$ cat src/rtl/fault_mgr_defs.vh
// Constants for the drive fault manager: register offsets, fields, codes and timing
`ifndef FAULT_MGR_DEFS_VH
`define FAULT_MGR_DEFS_VH
// Register offsets (byte addresses, one word each)
`define REG_CTRL          8'h00
`define REG_TRY_COUNT     8'h04
`define REG_DELAY         8'h08
`define REG_CLEAR_REQ     8'h0c
`define REG_STATUS        8'h10
`define REG_LATEST_CODE   8'h14
`define REG_IRQ_STATUS    8'h18
`define REG_IRQ_MASK      8'h1c
`define REG_HISTORY       8'h20
// Control register fields
`define CTRL_STOP_SEL_LSB 0
`define CTRL_TERM_FN_LSB  4
`define CTRL_RUN_BIT      12
// Fault clear request values
`define CLR_RESET_FAULT   2'h1
`define CLR_CLEAR_BUFFER  2'h2
// Terminal input function that clears a fault
`define TERM_FN_CLEAR     5'h0d
// Highest stop behaviour value allowing keypad stop clear
`define STOP_SEL_MAX      4'h3
// Fault codes
`define CODE_NONE         8'h00
`define CODE_OVERVOLT     8'h05
`define CODE_UNDERVOLT    8'h04
`define CODE_HEATSINK     8'h08
`define CODE_GROUND       8'h0d
// Reset values
`define TRY_COUNT_RST     4'h0
`define DELAY_RST         8'h00
// Restart delay unit: one tick per 100 ms at 20 MHz
`define DELAY_UNIT_MS     100
`define CLK_KHZ           20000
`define TICK_CYCLES       (`DELAY_UNIT_MS * `CLK_KHZ)
// Display flash half period in ticks
`define FLASH_TICKS       4'h5
// Interrupt bits
`define IRQ_FAULT         0
`define IRQ_CLEARED       1
`define IRQ_RESTART       2
`define IRQ_EXHAUSTED     3
`endif

$ cat src/rtl/drive_fault_manager_auto_restart.v
// Drive fault manager: fault latch, auto-restart timer, clear requests and display
//
// The placing of the registers and the strobed register port were left to the implementer.
`timescale 1ns/1ps
`include "fault_mgr_defs.vh"
module drive_fault_manager_auto_restart #(
    parameter TICK_CYCLES = `TICK_CYCLES
) (
    // Clock and reset
    input  wire        clk_sys,
    input  wire        rstn,
    // Register port
    input  wire [7:0]  addr,
    input  wire [31:0] wdata,
    input  wire        wr_en,
    input  wire        rd_en,
    output reg  [31:0] rdata_ff,
    // Fault sources (asynchronous levels, cause present while high)
    input  wire        undervolt_in,
    input  wire        overvolt_in,
    input  wire        heatsink_in,
    input  wire        ground_in,
    // Keypad and terminal input (asynchronous pins)
    input  wire        esc_key,
    input  wire        stop_key,
    input  wire        term_input,
    // Drive control and display
    output reg         drive_enable_ff,
    output reg         start_pulse_ff,
    output reg  [7:0]  display_code_ff,
    output reg         display_on_ff,
    output reg         fault_led_ff,
    output reg         irq_ff
);
    // Fault states: idle, restart countdown, held for a manual clear
    localparam ST_IDLE = 2'h0;
    localparam ST_WAIT = 2'h1;
    localparam ST_HELD = 2'h2;

    // Class 2 faults need a manual clear
    function is_class2;
        input [7:0] code;
        begin
            is_class2 = (code == `CODE_GROUND);
        end
    endfunction

    // Faults cleared by a zero delay without restart
    function is_bus_heat;
        input [7:0] code;
        begin
            is_bus_heat = (code == `CODE_UNDERVOLT) || (code == `CODE_OVERVOLT) || (code == `CODE_HEATSINK);
        end
    endfunction

    // Two-flop synchronisers for all pin inputs
    // Keys and fault levels arrive unsynchronised, so nothing reads the first stage
    reg [6:0] sync1_ff;
    reg [6:0] sync2_ff;
    always @(posedge clk_sys or negedge rstn) begin
        if (!rstn) begin
            sync1_ff <= 7'h00;
            sync2_ff <= 7'h00;
        end else begin
            sync1_ff <= {term_input, stop_key, esc_key, ground_in, heatsink_in, overvolt_in, undervolt_in};
            sync2_ff <= sync1_ff;
        end
    end
    wire uv_s   = sync2_ff[0];
    wire ov_s   = sync2_ff[1];
    wire hs_s   = sync2_ff[2];
    wire gf_s   = sync2_ff[3];
    wire esc_s  = sync2_ff[4];
    wire stop_s = sync2_ff[5];
    wire term_s = sync2_ff[6];

    // Edge history for the keys and terminal input
    reg esc_d_ff;
    reg stop_d_ff;
    reg term_d_ff;
    always @(posedge clk_sys or negedge rstn) begin
        if (!rstn) begin
            esc_d_ff  <= 1'b0;
            stop_d_ff <= 1'b0;
            term_d_ff <= 1'b0;
        end else begin
            esc_d_ff  <= esc_s;
            stop_d_ff <= stop_s;
            term_d_ff <= term_s;
        end
    end
    wire esc_press  = esc_s & ~esc_d_ff;
    wire stop_press = stop_s & ~stop_d_ff;
    // A full cycle is press then release, so act on the falling edge
    wire term_cycle = ~term_s & term_d_ff;

    // Priority coder: ground fault first, it is the most severe
    reg [7:0] detect_code;
    always @* begin
        if (gf_s)
            detect_code = `CODE_GROUND;
        else if (ov_s)
            detect_code = `CODE_OVERVOLT;
        else if (uv_s)
            detect_code = `CODE_UNDERVOLT;
        else if (hs_s)
            detect_code = `CODE_HEATSINK;
        else
            detect_code = `CODE_NONE;
    end
    wire any_cause = (detect_code != `CODE_NONE);

    // Software registers
    reg [3:0]  stop_sel_ff;
    reg [4:0]  term_fn_ff;
    reg        run_cmd_ff;
    reg [3:0]  try_count_ff;
    reg [7:0]  delay_ff;
    reg [3:0]  irq_mask_ff;
    wire wr_ctrl  = wr_en && (addr == `REG_CTRL);
    wire wr_clr   = wr_en && (addr == `REG_CLEAR_REQ);
    wire sw_reset = wr_clr && (wdata[1:0] == `CLR_RESET_FAULT);
    wire sw_hist  = wr_clr && (wdata[1:0] == `CLR_CLEAR_BUFFER);
    always @(posedge clk_sys or negedge rstn) begin
        if (!rstn) begin
            stop_sel_ff  <= 4'h0;
            term_fn_ff   <= 5'h00;
            run_cmd_ff   <= 1'b0;
            try_count_ff <= `TRY_COUNT_RST;
            delay_ff     <= `DELAY_RST;
            irq_mask_ff  <= 4'h0;
        end else if (wr_en) begin
            if (wr_ctrl) begin
                stop_sel_ff <= wdata[`CTRL_STOP_SEL_LSB+3:`CTRL_STOP_SEL_LSB];
                term_fn_ff  <= wdata[`CTRL_TERM_FN_LSB+4:`CTRL_TERM_FN_LSB];
                run_cmd_ff  <= wdata[`CTRL_RUN_BIT];
            end
            if (addr == `REG_TRY_COUNT)
                try_count_ff <= wdata[3:0];
            if (addr == `REG_DELAY)
                delay_ff <= wdata[7:0];
            if (addr == `REG_IRQ_MASK)
                irq_mask_ff <= wdata[3:0];
        end
    end

    // Manual clear sources; all need the cause gone first
    wire stop_ok   = stop_press && (stop_sel_ff <= `STOP_SEL_MAX);
    wire term_ok   = term_cycle && (term_fn_ff == `TERM_FN_CLEAR);
    wire man_clear = (sw_reset | stop_ok | term_ok) & ~any_cause;

    // Delay tick divider: one enable pulse per delay unit
    // Free-running, so the first countdown step may come early by up to one unit
    reg [21:0] div_ff;
    wire tick = (div_ff == TICK_CYCLES[21:0] - 22'h000001);
    always @(posedge clk_sys or negedge rstn) begin
        if (!rstn)
            div_ff <= 22'h000000;
        else if (tick)
            div_ff <= 22'h000000;
        else
            div_ff <= div_ff + 22'h000001;
    end

    // Fault state machine with restart countdown
    reg [1:0] state_ff;
    reg [1:0] nxt_state;
    reg [7:0] fault_code_ff;
    reg [7:0] nxt_fault_code;
    reg [7:0] count_ff;
    reg [7:0] nxt_count;
    reg [3:0] tries_left_ff;
    reg [3:0] nxt_tries_left;
    reg       acked_ff;
    reg       nxt_acked;
    reg       ev_fault;
    reg       ev_cleared;
    reg       ev_restart;
    reg       ev_exhaust;
    always @* begin
        nxt_state      = state_ff;
        nxt_fault_code = fault_code_ff;
        nxt_count      = count_ff;
        nxt_tries_left = tries_left_ff;
        nxt_acked      = acked_ff;
        ev_fault       = 1'b0;
        ev_cleared     = 1'b0;
        ev_restart     = 1'b0;
        ev_exhaust     = 1'b0;
        case (state_ff)
            ST_IDLE: begin
                nxt_tries_left = try_count_ff;
                if (any_cause) begin
                    ev_fault       = 1'b1;
                    nxt_fault_code = detect_code;
                    nxt_acked      = 1'b0;
                    nxt_count      = delay_ff;
                    if (!is_class2(detect_code) && try_count_ff != 4'h0)
                        nxt_state = ST_WAIT;
                    else
                        nxt_state = ST_HELD;
                end
            end
            ST_WAIT: begin
                if (man_clear) begin
                    nxt_state  = ST_IDLE;
                    ev_cleared = 1'b1;
                end else if (count_ff == 8'h00 || delay_ff == 8'h00) begin
                    // Attempt uses a try whether it succeeds or not
                    nxt_tries_left = tries_left_ff - 4'h1;
                    if (delay_ff == 8'h00 && !is_bus_heat(fault_code_ff)) begin
                        nxt_state = ST_HELD;
                    end else if (!any_cause) begin
                        nxt_state  = ST_IDLE;
                        ev_cleared = 1'b1;
                        // Restart only with a nonzero delay
                        ev_restart = (delay_ff != 8'h00);
                    end else if (tries_left_ff == 4'h1) begin
                        nxt_state  = ST_HELD;
                        ev_exhaust = 1'b1;
                    end else begin
                        nxt_count = delay_ff;
                    end
                end else if (tick) begin
                    nxt_count = count_ff - 8'h01;
                end
                if (esc_press)
                    nxt_acked = 1'b1;
            end
            ST_HELD: begin
                if (man_clear) begin
                    nxt_state  = ST_IDLE;
                    ev_cleared = 1'b1;
                end
                if (esc_press)
                    nxt_acked = 1'b1;
            end
            default: begin
                nxt_state = ST_IDLE;
            end
        endcase
    end

    always @(posedge clk_sys or negedge rstn) begin
        if (!rstn) begin
            state_ff      <= ST_IDLE;
            fault_code_ff <= `CODE_NONE;
            count_ff      <= 8'h00;
            tries_left_ff <= 4'h0;
            acked_ff      <= 1'b0;
        end else begin
            state_ff      <= nxt_state;
            fault_code_ff <= nxt_fault_code;
            count_ff      <= nxt_count;
            tries_left_ff <= nxt_tries_left;
            acked_ff      <= nxt_acked;
        end
    end
    // Any state but idle is an active fault and keeps the drive stopped
    wire fault_active = (state_ff != ST_IDLE);

    // Latest fault slot and a small history, cleared by request 2
    // A fault raised while another is active is not recorded
    reg [7:0] latest_code_ff;
    reg [7:0] prev_code_ff;
    always @(posedge clk_sys or negedge rstn) begin
        if (!rstn) begin
            latest_code_ff <= `CODE_NONE;
            prev_code_ff   <= `CODE_NONE;
        end else if (ev_fault) begin
            latest_code_ff <= detect_code;
            prev_code_ff   <= latest_code_ff;
        end else if (sw_hist) begin
            latest_code_ff <= `CODE_NONE;
            prev_code_ff   <= `CODE_NONE;
        end
    end

    // Drive run control; start pulse follows a successful auto reset
    always @(posedge clk_sys or negedge rstn) begin
        if (!rstn) begin
            drive_enable_ff <= 1'b0;
            start_pulse_ff  <= 1'b0;
        end else begin
            drive_enable_ff <= run_cmd_ff & ~fault_active & ~any_cause;
            start_pulse_ff  <= ev_restart;
        end
    end

    // Flash timer for code and LED
    // Runs free so code and LED always flash in the same phase
    reg [3:0] flash_cnt_ff;
    reg       flash_ff;
    always @(posedge clk_sys or negedge rstn) begin
        if (!rstn) begin
            flash_cnt_ff <= 4'h0;
            flash_ff     <= 1'b0;
        end else if (tick) begin
            if (flash_cnt_ff == `FLASH_TICKS - 4'h1) begin
                flash_cnt_ff <= 4'h0;
                flash_ff     <= ~flash_ff;
            end else begin
                flash_cnt_ff <= flash_cnt_ff + 4'h1;
            end
        end
    end

    // Display follows state every cycle; LED flashes even after acknowledge
    always @(posedge clk_sys or negedge rstn) begin
        if (!rstn) begin
            display_code_ff <= `CODE_NONE;
            display_on_ff   <= 1'b0;
            fault_led_ff    <= 1'b0;
        end else begin
            display_code_ff <= (fault_active && !acked_ff) ? fault_code_ff : `CODE_NONE;
            display_on_ff   <= fault_active && !acked_ff && flash_ff;
            fault_led_ff    <= fault_active && flash_ff;
        end
    end

    // Sticky interrupt status; a new event wins over a write-one clear
    reg  [3:0] irq_stat_ff;
    wire [3:0] irq_set = {ev_exhaust, ev_restart, ev_cleared, ev_fault};
    wire [3:0] irq_clr = (wr_en && addr == `REG_IRQ_STATUS) ? wdata[3:0] : 4'h0;
    always @(posedge clk_sys or negedge rstn) begin
        if (!rstn) begin
            irq_stat_ff <= 4'h0;
            irq_ff      <= 1'b0;
        end else begin
            irq_stat_ff <= (irq_stat_ff & ~irq_clr) | irq_set;
            irq_ff      <= |(irq_stat_ff & irq_mask_ff);
        end
    end

    // Read data one cycle after the strobe; unmapped reads give zero
    // Zero when idle so a late sample of the bus never shows stale data
    always @(posedge clk_sys or negedge rstn) begin
        if (!rstn) begin
            rdata_ff <= 32'h00000000;
        end else if (rd_en) begin
            case (addr)
                `REG_CTRL:        rdata_ff <= {19'h00000, run_cmd_ff, 3'h0, term_fn_ff, stop_sel_ff};
                `REG_TRY_COUNT:   rdata_ff <= {28'h0000000, try_count_ff};
                `REG_DELAY:       rdata_ff <= {24'h000000, delay_ff};
                `REG_STATUS:      rdata_ff <= {8'h00, count_ff, tries_left_ff, 1'b0, acked_ff, state_ff,
                                               fault_code_ff};
                `REG_LATEST_CODE: rdata_ff <= {24'h000000, latest_code_ff};
                `REG_IRQ_STATUS:  rdata_ff <= {28'h0000000, irq_stat_ff};
                `REG_IRQ_MASK:    rdata_ff <= {28'h0000000, irq_mask_ff};
                `REG_HISTORY:     rdata_ff <= {24'h000000, prev_code_ff};
                default:          rdata_ff <= 32'h00000000;
            endcase
        end else begin
            rdata_ff <= 32'h00000000;
        end
    end
endmodule

$ cat config.mk
export PLATFORM = sky130hd
export DESIGN_NAME = drive_fault_manager_auto_restart
export DESIGN_NICKNAME = d
export VERILOG_FILES = /design/src/rtl/drive_fault_manager_auto_restart.v
export VERILOG_INCLUDE_DIRS = /design/src /design/src/rtl
export SDC_FILE = /design/constraint.sdc
export NUM_CORES = 1
export LEC_CHECK = 0
export ABC_AREA = 1
export BUFFER_PORTS_ARGS = -buffer_cell sky130_fd_sc_hd__buf_4
export CAP_MARGIN = 20
export CORE_MARGIN = 5
export CORE_UTILIZATION = 35
export DETAILED_ROUTE_END_ITERATION = 8
export REMOVE_ABC_BUFFERS = 1
export SLEW_MARGIN = 5
export SYNTH_ARGS = -nofsm -noshare
export SYNTH_HDL_FRONTEND = slang
export SYNTH_SLANG_ARGS = --single-unit
$ cat constraint.sdc
create_clock -name clk_sys -period 2.3 [get_ports clk_sys]
set_input_delay 0.23 -clock clk_sys [delete_from_list [all_inputs] [get_ports clk_sys]]
set_output_delay 0.23 -clock clk_sys [all_outputs]
set_load 0.02 [all_outputs]
==> results.yml, run 1 <==
run_status:
  status: "completed"
pwr:
  p_leak_uw: 0.00378
  power_density_mw_per_mm2: 895
  ir_drop_mv: 0.604
sta:
  fin_crit_sh_pct: 84.4
  fin_crit_ns: 1.94
  setup_ws_ns: 0.359
  setup_viol: 0
  fmax_mhz: 515
  hold_ws_ns: 0.0369
  setup-tns-final_ns: 0
  slew_violations: 0
  final-hold-violation-count: 0
  skew_ns: 0.00720
  rsz0062_at_grt: "no"
synth:
  avgSynthCellArea_um2: 8.52
  synthFlopType: "dfrtp_1"
  synth_cell_type_count: 41
  synth_edf_count: 0
  synth_top_area_share_pct: 51.4
  synth_seq_cells: 129
  synthesis.area_mm2: 0.00628
  synth_commonest_cells: "145 x nand2_1, 129 x dfrtp_1, 106 x inv_1"
  ys_warn_count: 0
  syn-instance-count: 737
  synthTopCellsByArea: "dfrtp_1 51%, nand2_1 8.7%, inv_1 6.3%"
  post-synth-top-count-cell: "nand2_1"
  async_flop_share_pct: 100
  synth_seq_area_share_pct: 51.4
  yosys.area.top_type: "dfrtp_1"
critical_path:
  critical_path_class: "flip-flop to flip-flop"
  worst_ep_required_time_ns: 2.60
  crit_top_cell: "nand2_4"
  cp_data_arrival_time_ns: 2.24
  critPathMaxStageDelay_ns: 0.35
  crit_buf_inv: 0
  path_cells: "ha_1 > nand2_2 > nor2_4 > nand2_4 > nor2_4 > nand3_2 > nand2_2 > nand3_2 > nand2_4 > nand2_4 > nand2_1 > nand2_1"
  path_delay_family: "simple AND/OR/NAND/NOR gates"
  slowest_stage: "dfrtp_1"
  startpoint_type: "flip-flop"
  end_kind: "flip-flop"
  cp_max_fo: 9
die:
  coreArea_mm2: 0.0178
  die_area_mm2: 0.0207
  initial_utilization_pct: 35.2
  die_y_um: 144
  die_w_um: 144
  io_pins: 96
  num_rows: 49
grt:
  grt_first_pass_wirelength_um: 23700
  grt_start_max_net_pins: 53
  first_global_vias: 4758
  track_usage_pct: 14.7
  grt-ovfl-total: 0
  grt_antenna_before_repair: 0
cells_and_area:
  seq_area_mm2: 0.00323
  drive_gt1_share_pct: 17.4
  area_delta_synth_final_pct: 21.0
  n_fill_cell: 1757
  nets: 882
  multi_input_area_mm2: 0.00252
  stdcell_area_mm2: 0.00760
  final_core_util_pct: 42.6
  antenna_cells: 0
route:
  drt_first_pass_iters: 4
  vias: 4880
  antenna_left: 0
  wire_per_inst_um: 13.4
  drc: 0
  drtIter0Drc: 228
  wirelength_um: 14200
  vias_per_cell: 4.60
clocking:
  post-cts-setup-buffer-count: 0
  htree_num_levels: 4
  max-clock-path-buffers: 2
  clk_pin_slew_ns: 0.05
  cts_tree: "yes"
  cts_root_buffer: "clkbuf_16"
  cts.sinks: 129
  cts_buffers: 17
  insertion_delay_ns: 0.42
placement:
  globalplace.congestion: 0.872
  hpwl_um: 10700
  port_buffers: 59
  place_ws_ns: 0.359
  placed_cell_area_mm2: 0.00696
run:
  cap_viol_max_count: 0
hold_path:
  min_path_type: "input pin to flip-flop"
-- timing repair --
item | 4_1_cts | 5_1_grt
endpoints found under the setup margin | 0 | 0
gates resized for setup | 0 | 0
hold endpoints to repair | 44 | 0
hold buffers | 8 | 0
-- cells in the final DEF (no fill, tap or decap), types with 14 or more instances in the layout --
cell type  Yosys  final
xor2_1        16     16
a21oi_1       21     21
o21ai_0       51     51
dfrtp_1      129    129
buf_4         15     62
inv_1        106    106
conb_1         1     14
nand3_1       46     46
nor2_1        86     86
nand2_1      145    145
nor3_1        14     14
clkbuf_16      0     17
-- stage by stage --
| stage | cells | power, uW |
|---|---|---|
| 2_1_floorplan | 730 | 3830 |
| 3_3_place_gp | 1023 | 4280 |
| 3_5_place_dp | 1023 | 4300 |
| 4_1_cts | 1061 | 6880 |
| 5_1_grt | 1061 | 7250 |
| 6_report | 1061 | 6800 |
-- sequential cells by signal, summed over array words and instances, names as in the netlist, 2 cells and up --
register	cells
irq_stat_ff	4
rdata_ff	23
display_code_ff	3
tries_left_ff	4
try_count_ff	4
irq_mask_ff	4
term_fn_ff	5
latest_code_ff	3
sync2_ff	7
div_ff	22
flash_cnt_ff	4
fault_code_ff	3
count_ff	8
stop_sel_ff	4
state_ff	2
delay_ff	8
sync1_ff	7
prev_code_ff	3
-- power by group --
part,switching (uW),internal (uW)
clock network,921,1610
logic,1000,509
registers,193,2570
-- worst register-to-register path, stage by stage (launching register included) --
cell	delay [ns]
dfrtp_1	0.35
ha_1	0.22
nand2_2	0.08
nor2_4	0.21
nand2_4	0.07
nor2_4	0.09
nand3_2	0.22
nand2_2	0.13
nand3_2	0.08
nand2_4	0.15
nand2_4	0.11
nand2_1	0.08
nand2_1	0.05
-- logic make-up after synthesis --
kind of cell / Yosys count / share of synthesized area [%]
simple gates: 342 / 25.3
buf+inv: 134 / 9.27
flops: 129 / 51.4
compound gates: 100 / 8.83
xor+xnor: 17 / 2.37
fa+ha+maj: 10 / 1.99
mux: 4 / 0.718
other cells: 1 / 0.0597
-- routing by layer --
layer  wire [um]  vias to the layer above  GRT usage [%]
li1            -                     2469              -
met1        6540                     2302           20.0
met2        6770                       90           23.2
met3         718                       19           3.99
met4         208                        0           4.21
met5           0                        -              0
-- worst paths after layout --
path                       depth (start not counted)                       to                   from  slack [ns]
max in group asynchronous                          3    sync1_ff[2]$_DFF_PN0_                   rstn        1.41
max                                               12  count_ff[5]$_DFFE_PN0P_    div_ff[0]$_DFF_PN0_        0.36
min                                                3  delay_ff[7]$_DFFE_PN0P_               wdata[7]        0.04
max reg2reg                                       12  count_ff[5]$_DFFE_PN0P_    div_ff[0]$_DFF_PN0_        0.36
min reg2reg                                        0    sync2_ff[2]$_DFF_PN0_  sync1_ff[2]$_DFF_PN0_        0.34
min in group asynchronous                          2      term_d_ff$_DFF_PN0_                   rstn        0.29
-- cell type report --
type | count | share of cell area (%)
inverter | 114 | 5.70
sequential | 129 | 42.5
timing repair buffer | 72 | 7.59
clock buffer | 24 | 6.60
tap | 229 | 3.77
clock inverter | 6 | 0.725
multi-input combinational | 487 | 33.1
Note: power is estimated with default switching activity, not from simulation.
==> run 2: changes to the inputs <==
--- a/config.mk
+++ b/config.mk
@@ -6,7 +6,7 @@
 export SDC_FILE = /design/constraint.sdc
 export NUM_CORES = 1
 export LEC_CHECK = 0
-export ABC_AREA = 1
+export ABC_AREA = 0
 export BUFFER_PORTS_ARGS = -buffer_cell sky130_fd_sc_hd__buf_4
 export CAP_MARGIN = 20
 export CORE_MARGIN = 5
==> constraint.sdc (replaced) <==
create_clock -name clk_sys -period 1.6 [get_ports clk_sys]
set_input_delay 0.16 -clock clk_sys [delete_from_list [all_inputs] [get_ports clk_sys]]
set_output_delay 0.16 -clock clk_sys [all_outputs]
set_load 0.02 [all_outputs]
==> run 2 against run 1 <==
Effect of this change: power rose by 55%; the flow now finishes with violations (negative setup slack); utilization rose by 11 points; worst setup slack got worse by 0.77 ns; wire length rose by 10%.
==> results.yml, run 2 <==
run_status:
  status: "finished, violations left"
  violations: "negative setup slack"
clocking:
  max-clock-path-buffers: 2
  cts_root_buffer: "clkbuf_16"
  clk_pin_slew_ns: 0.06
  insertion_delay_ns: 0.42
  cts_tree: "yes"
  cts_buffers: 17
  htree_num_levels: 4
  cts.sinks: 129
sta:
  setup_viol: 34
  rsz0062_at_grt: "yes"
  final-hold-violation-count: 0
  tightest_slew_ns: 0.540
  slew_violations: 0
  setup_ws_ns: -0.407
  fmax_mhz: 498
  skew_ns: 0.00895
  fin_crit_ns: 2.01
  maxSlewHeadroom_pct: 63.9
  fin_crit_sh_pct: 125
critical_path:
  critical_path_class: "flip-flop to flip-flop"
  r2r_slack_ns: -0.41
  reg2reg_depth: 6
  slowest_stage: "dfrtp_1"
  crit_buf_inv: 0
  critPathMaxStageDelay_ns: 0.38
  path_delay_family: "simple AND/OR/NAND/NOR gates"
  end_kind: "flip-flop"
  path_cells: "nor4_2 > nand2_1 > and3_4 > a2111oi_4 > a31o_2 > mux2_4"
  cp_max_fo: 2
  reg2reg_from: "delay_ff[0]$_DFFE_PN0P_"
  cp_data_arrival_time_ns: 2.31
  startpoint_type: "flip-flop"
  worst_ep_required_time_ns: 1.90
  worstReg2RegEnd: "state_ff[1]$_DFFE_PN0P_"
grt:
  grt_start_max_net_pins: 69
  grt-ovfl-total: 0
  grt_first_pass_wirelength_um: 25700
  grt_antenna_before_repair: 0
  track_usage_pct: 16.4
  first_global_vias: 5139
pwr:
  pwr-share-comb_pct: 28.2
  p_switching_uw: 3110
  p_int_uw: 7460
  ir_drop_mv: 1.01
  sw_frac_of_total_pct: 29.4
  power_density_mw_per_mm2: 1180
  seqPwrFrac_pct: 35.9
  finalPower_uw: 10600
  clock_power_share_pct: 35.9
  p_leak_uw: 0.00418
die:
  die_w_um: 140
  die_area_mm2: 0.0196
  die_y_um: 140
  coreArea_mm2: 0.0166
  num_rows: 47
  initial_utilization_pct: 35.7
  io_pins: 96
synth:
  synth_top_area_share_pct: 54.5
  yosys.area.top_type: "dfrtp_1"
  avgSynthCellArea_um2: 11.2
  synthesis.area_mm2: 0.00592
  post-synth-top-count-cell: "dfrtp_1"
  synth_seq_area_share_pct: 54.5
  synth_edf_count: 0
  synthFlopType: "dfrtp_1"
  synth_commonest_cells: "129 x dfrtp_1, 56 x nand2_1, 41 x nor2_1"
  async_flop_share_pct: 100
  synth_cell_type_count: 68
  synthTopCellsByArea: "dfrtp_1 54%, mux2_2 4.4%, nand2_1 3.5%"
  syn-instance-count: 531
  synth_seq_cells: 129
  ys_warn_count: 0
route:
  vias_per_cell: 4.94
  drt_first_pass_iters: 6
  wire_per_inst_um: 15.8
  antenna_left: 0
  drtIter0Drc: 247
  drc: 0
  vias: 4917
  wirelength_um: 15700
cells_and_area:
  area_delta_synth_final_pct: 50.6
  drive_gt1_share_pct: 45.2
  mostFrequentLayoutCells: "185 x buf_4, 129 x dfrtp_1, 50 x nand2_1, 28 x nor2_1, 23 x mux2_2"
  final_common_cell: "buf_4"
  n_fill_cell: 1461
  antenna_cells: 0
  top_regs: "rdata_ff: 23 flops, div_ff: 22 flops"
  largest_reg_flops: 23
  regMostFlops: "rdata_ff"
  nets: 826
hold_path:
  min_path_cells: 2
  min_to: "try_count_ff[3]$_DFFE_PN0P_"
  worstHoldStart: "wdata[3]"
  min_path_type: "input pin to flip-flop"
placement:
  globalplace.congestion: 0.888
  port_buffers: 59
  place_ws_ns: -0.448
  hpwl_um: 11400
run:
  cap_viol_max_count: 0
==> run 2: cell count changes after synthesis, sizes merged, moves of 9 or more <==
cell   before  now
xnor2       1   11
nand3      49   18
nor2      104   44
nand2     159   56
a22oi       0   10
mux2        4   25
o21ai      62   31
and2        1   23
nor4        2   11
inv       112   16
==> run 2: metrics by stage <==
stage / hold slack, ns / TNS [ns] / cell area (um^2) / cells / utilization [%]
finish: 0.0550 / -7.21 / 8920 / 995 / 53.8
global route: 0.0399 / -10.98 / 8920 / 995 / 53.8
CTS: 0.0331 / -6.85 / 8690 / 989 / 52.4
detailed placement: 0.209 / -10.22 / 7630 / 936 / 46.0
global placement: 0.203 / -8.74 / 7630 / 936 / 46.0
floorplan: -0.136 / -7.33 / 5820 / 518 / -
==> run 2: kinds of logic (layout without fill, tap and decap cells) <==
kind of cell / after synthesis / in the layout / synth area share, %
simple gates: 205 / 205 / 19.4
flops: 129 / 129 / 54.5
compound gates: 97 / 98 / 11.8
buf+inv: 42 / 272 / 3.63
mux: 27 / 27 / 5.58
xor+xnor: 20 / 20 / 2.96
fa+ha+maj: 10 / 10 / 2.11
other cells: 1 / 14 / 0.0633
==> run 2: timing repair <==
action	CTS	global route
pin swaps	21	39
buffers inserted	10	10
gates resized for setup	71	45
hold buffers	14	0
setup endpoints to repair	45	49
hold endpoints to repair	146	0
cloned	1	0
==> run 2: layer usage <==
| layer | part of all wire [%] | routed length, um | track usage [%] |
|---|---|---|---|
| met5 | 0 | 0 | 0 |
| met2 | 50 | 7930 | 27.0 |
| met4 | 2.4 | 372 | 7.19 |
| met3 | 5.1 | 796 | 3.48 |
| met1 | 42 | 6640 | 21.0 |
==> run 2: cell type report <==
type,instances,area (um^2),share of cell area (%)
Sequential cell,129,3230,36.2
Multi-Input combinational cell,374,2900,32.5
Timing Repair Buffer,227,1890,21.2
Clock buffer,19,433,4.85
Tap cell,220,275,3.08
Clock inverter,10,138,1.54
Inverter,16,60.1,0.673
==> run 2: worst register-to-register path, cell delays in order, from the launching register on <==
cell	delay, ns
dfrtp_1	0.38
nor4_2	0.33
nand2_1	0.15
and3_4	0.22
a2111oi_4	0.31
a31o_2	0.20
mux2_4	0.30
==> run 2: worst max path at each step <==
| stage | startpoint | endpoint | slack [ns] | cells after the start |
|---|---|---|---|---|
| 2_1_floorplan | div_ff[0]$_DFF_PN0_ | flash_cnt_ff[3]$_DFFE_PN0N_ | -0.43 | 6 |
| 3_3_place_gp | delay_ff[4]$_DFFE_PN0P_ | count_ff[1]$_DFFE_PN0P_ | -0.41 | 7 |
| 3_5_place_dp | delay_ff[4]$_DFFE_PN0P_ | state_ff[1]$_DFFE_PN0P_ | -0.45 | 6 |
| 4_1_cts | div_ff[12]$_DFF_PN0_ | count_ff[1]$_DFFE_PN0P_ | -0.39 | 6 |
| 5_1_grt | div_ff[6]$_DFF_PN0_ | count_ff[1]$_DFFE_PN0P_ | -0.49 | 6 |
| 6_report | delay_ff[0]$_DFFE_PN0P_ | state_ff[1]$_DFFE_PN0P_ | -0.41 | 6 |
==> run 2: power groups by stage <==
stage / clock network, uW / registers, uW / logic (uW)
after global routing: 4020 / 3830 / 3250
after floorplan: 0 / 3880 / 1200
final: 3790 / 3800 / 2980
after global placement: 0 / 3840 / 2480
after detailed placement: 0 / 3850 / 2530
after CTS: 3880 / 3800 / 2840
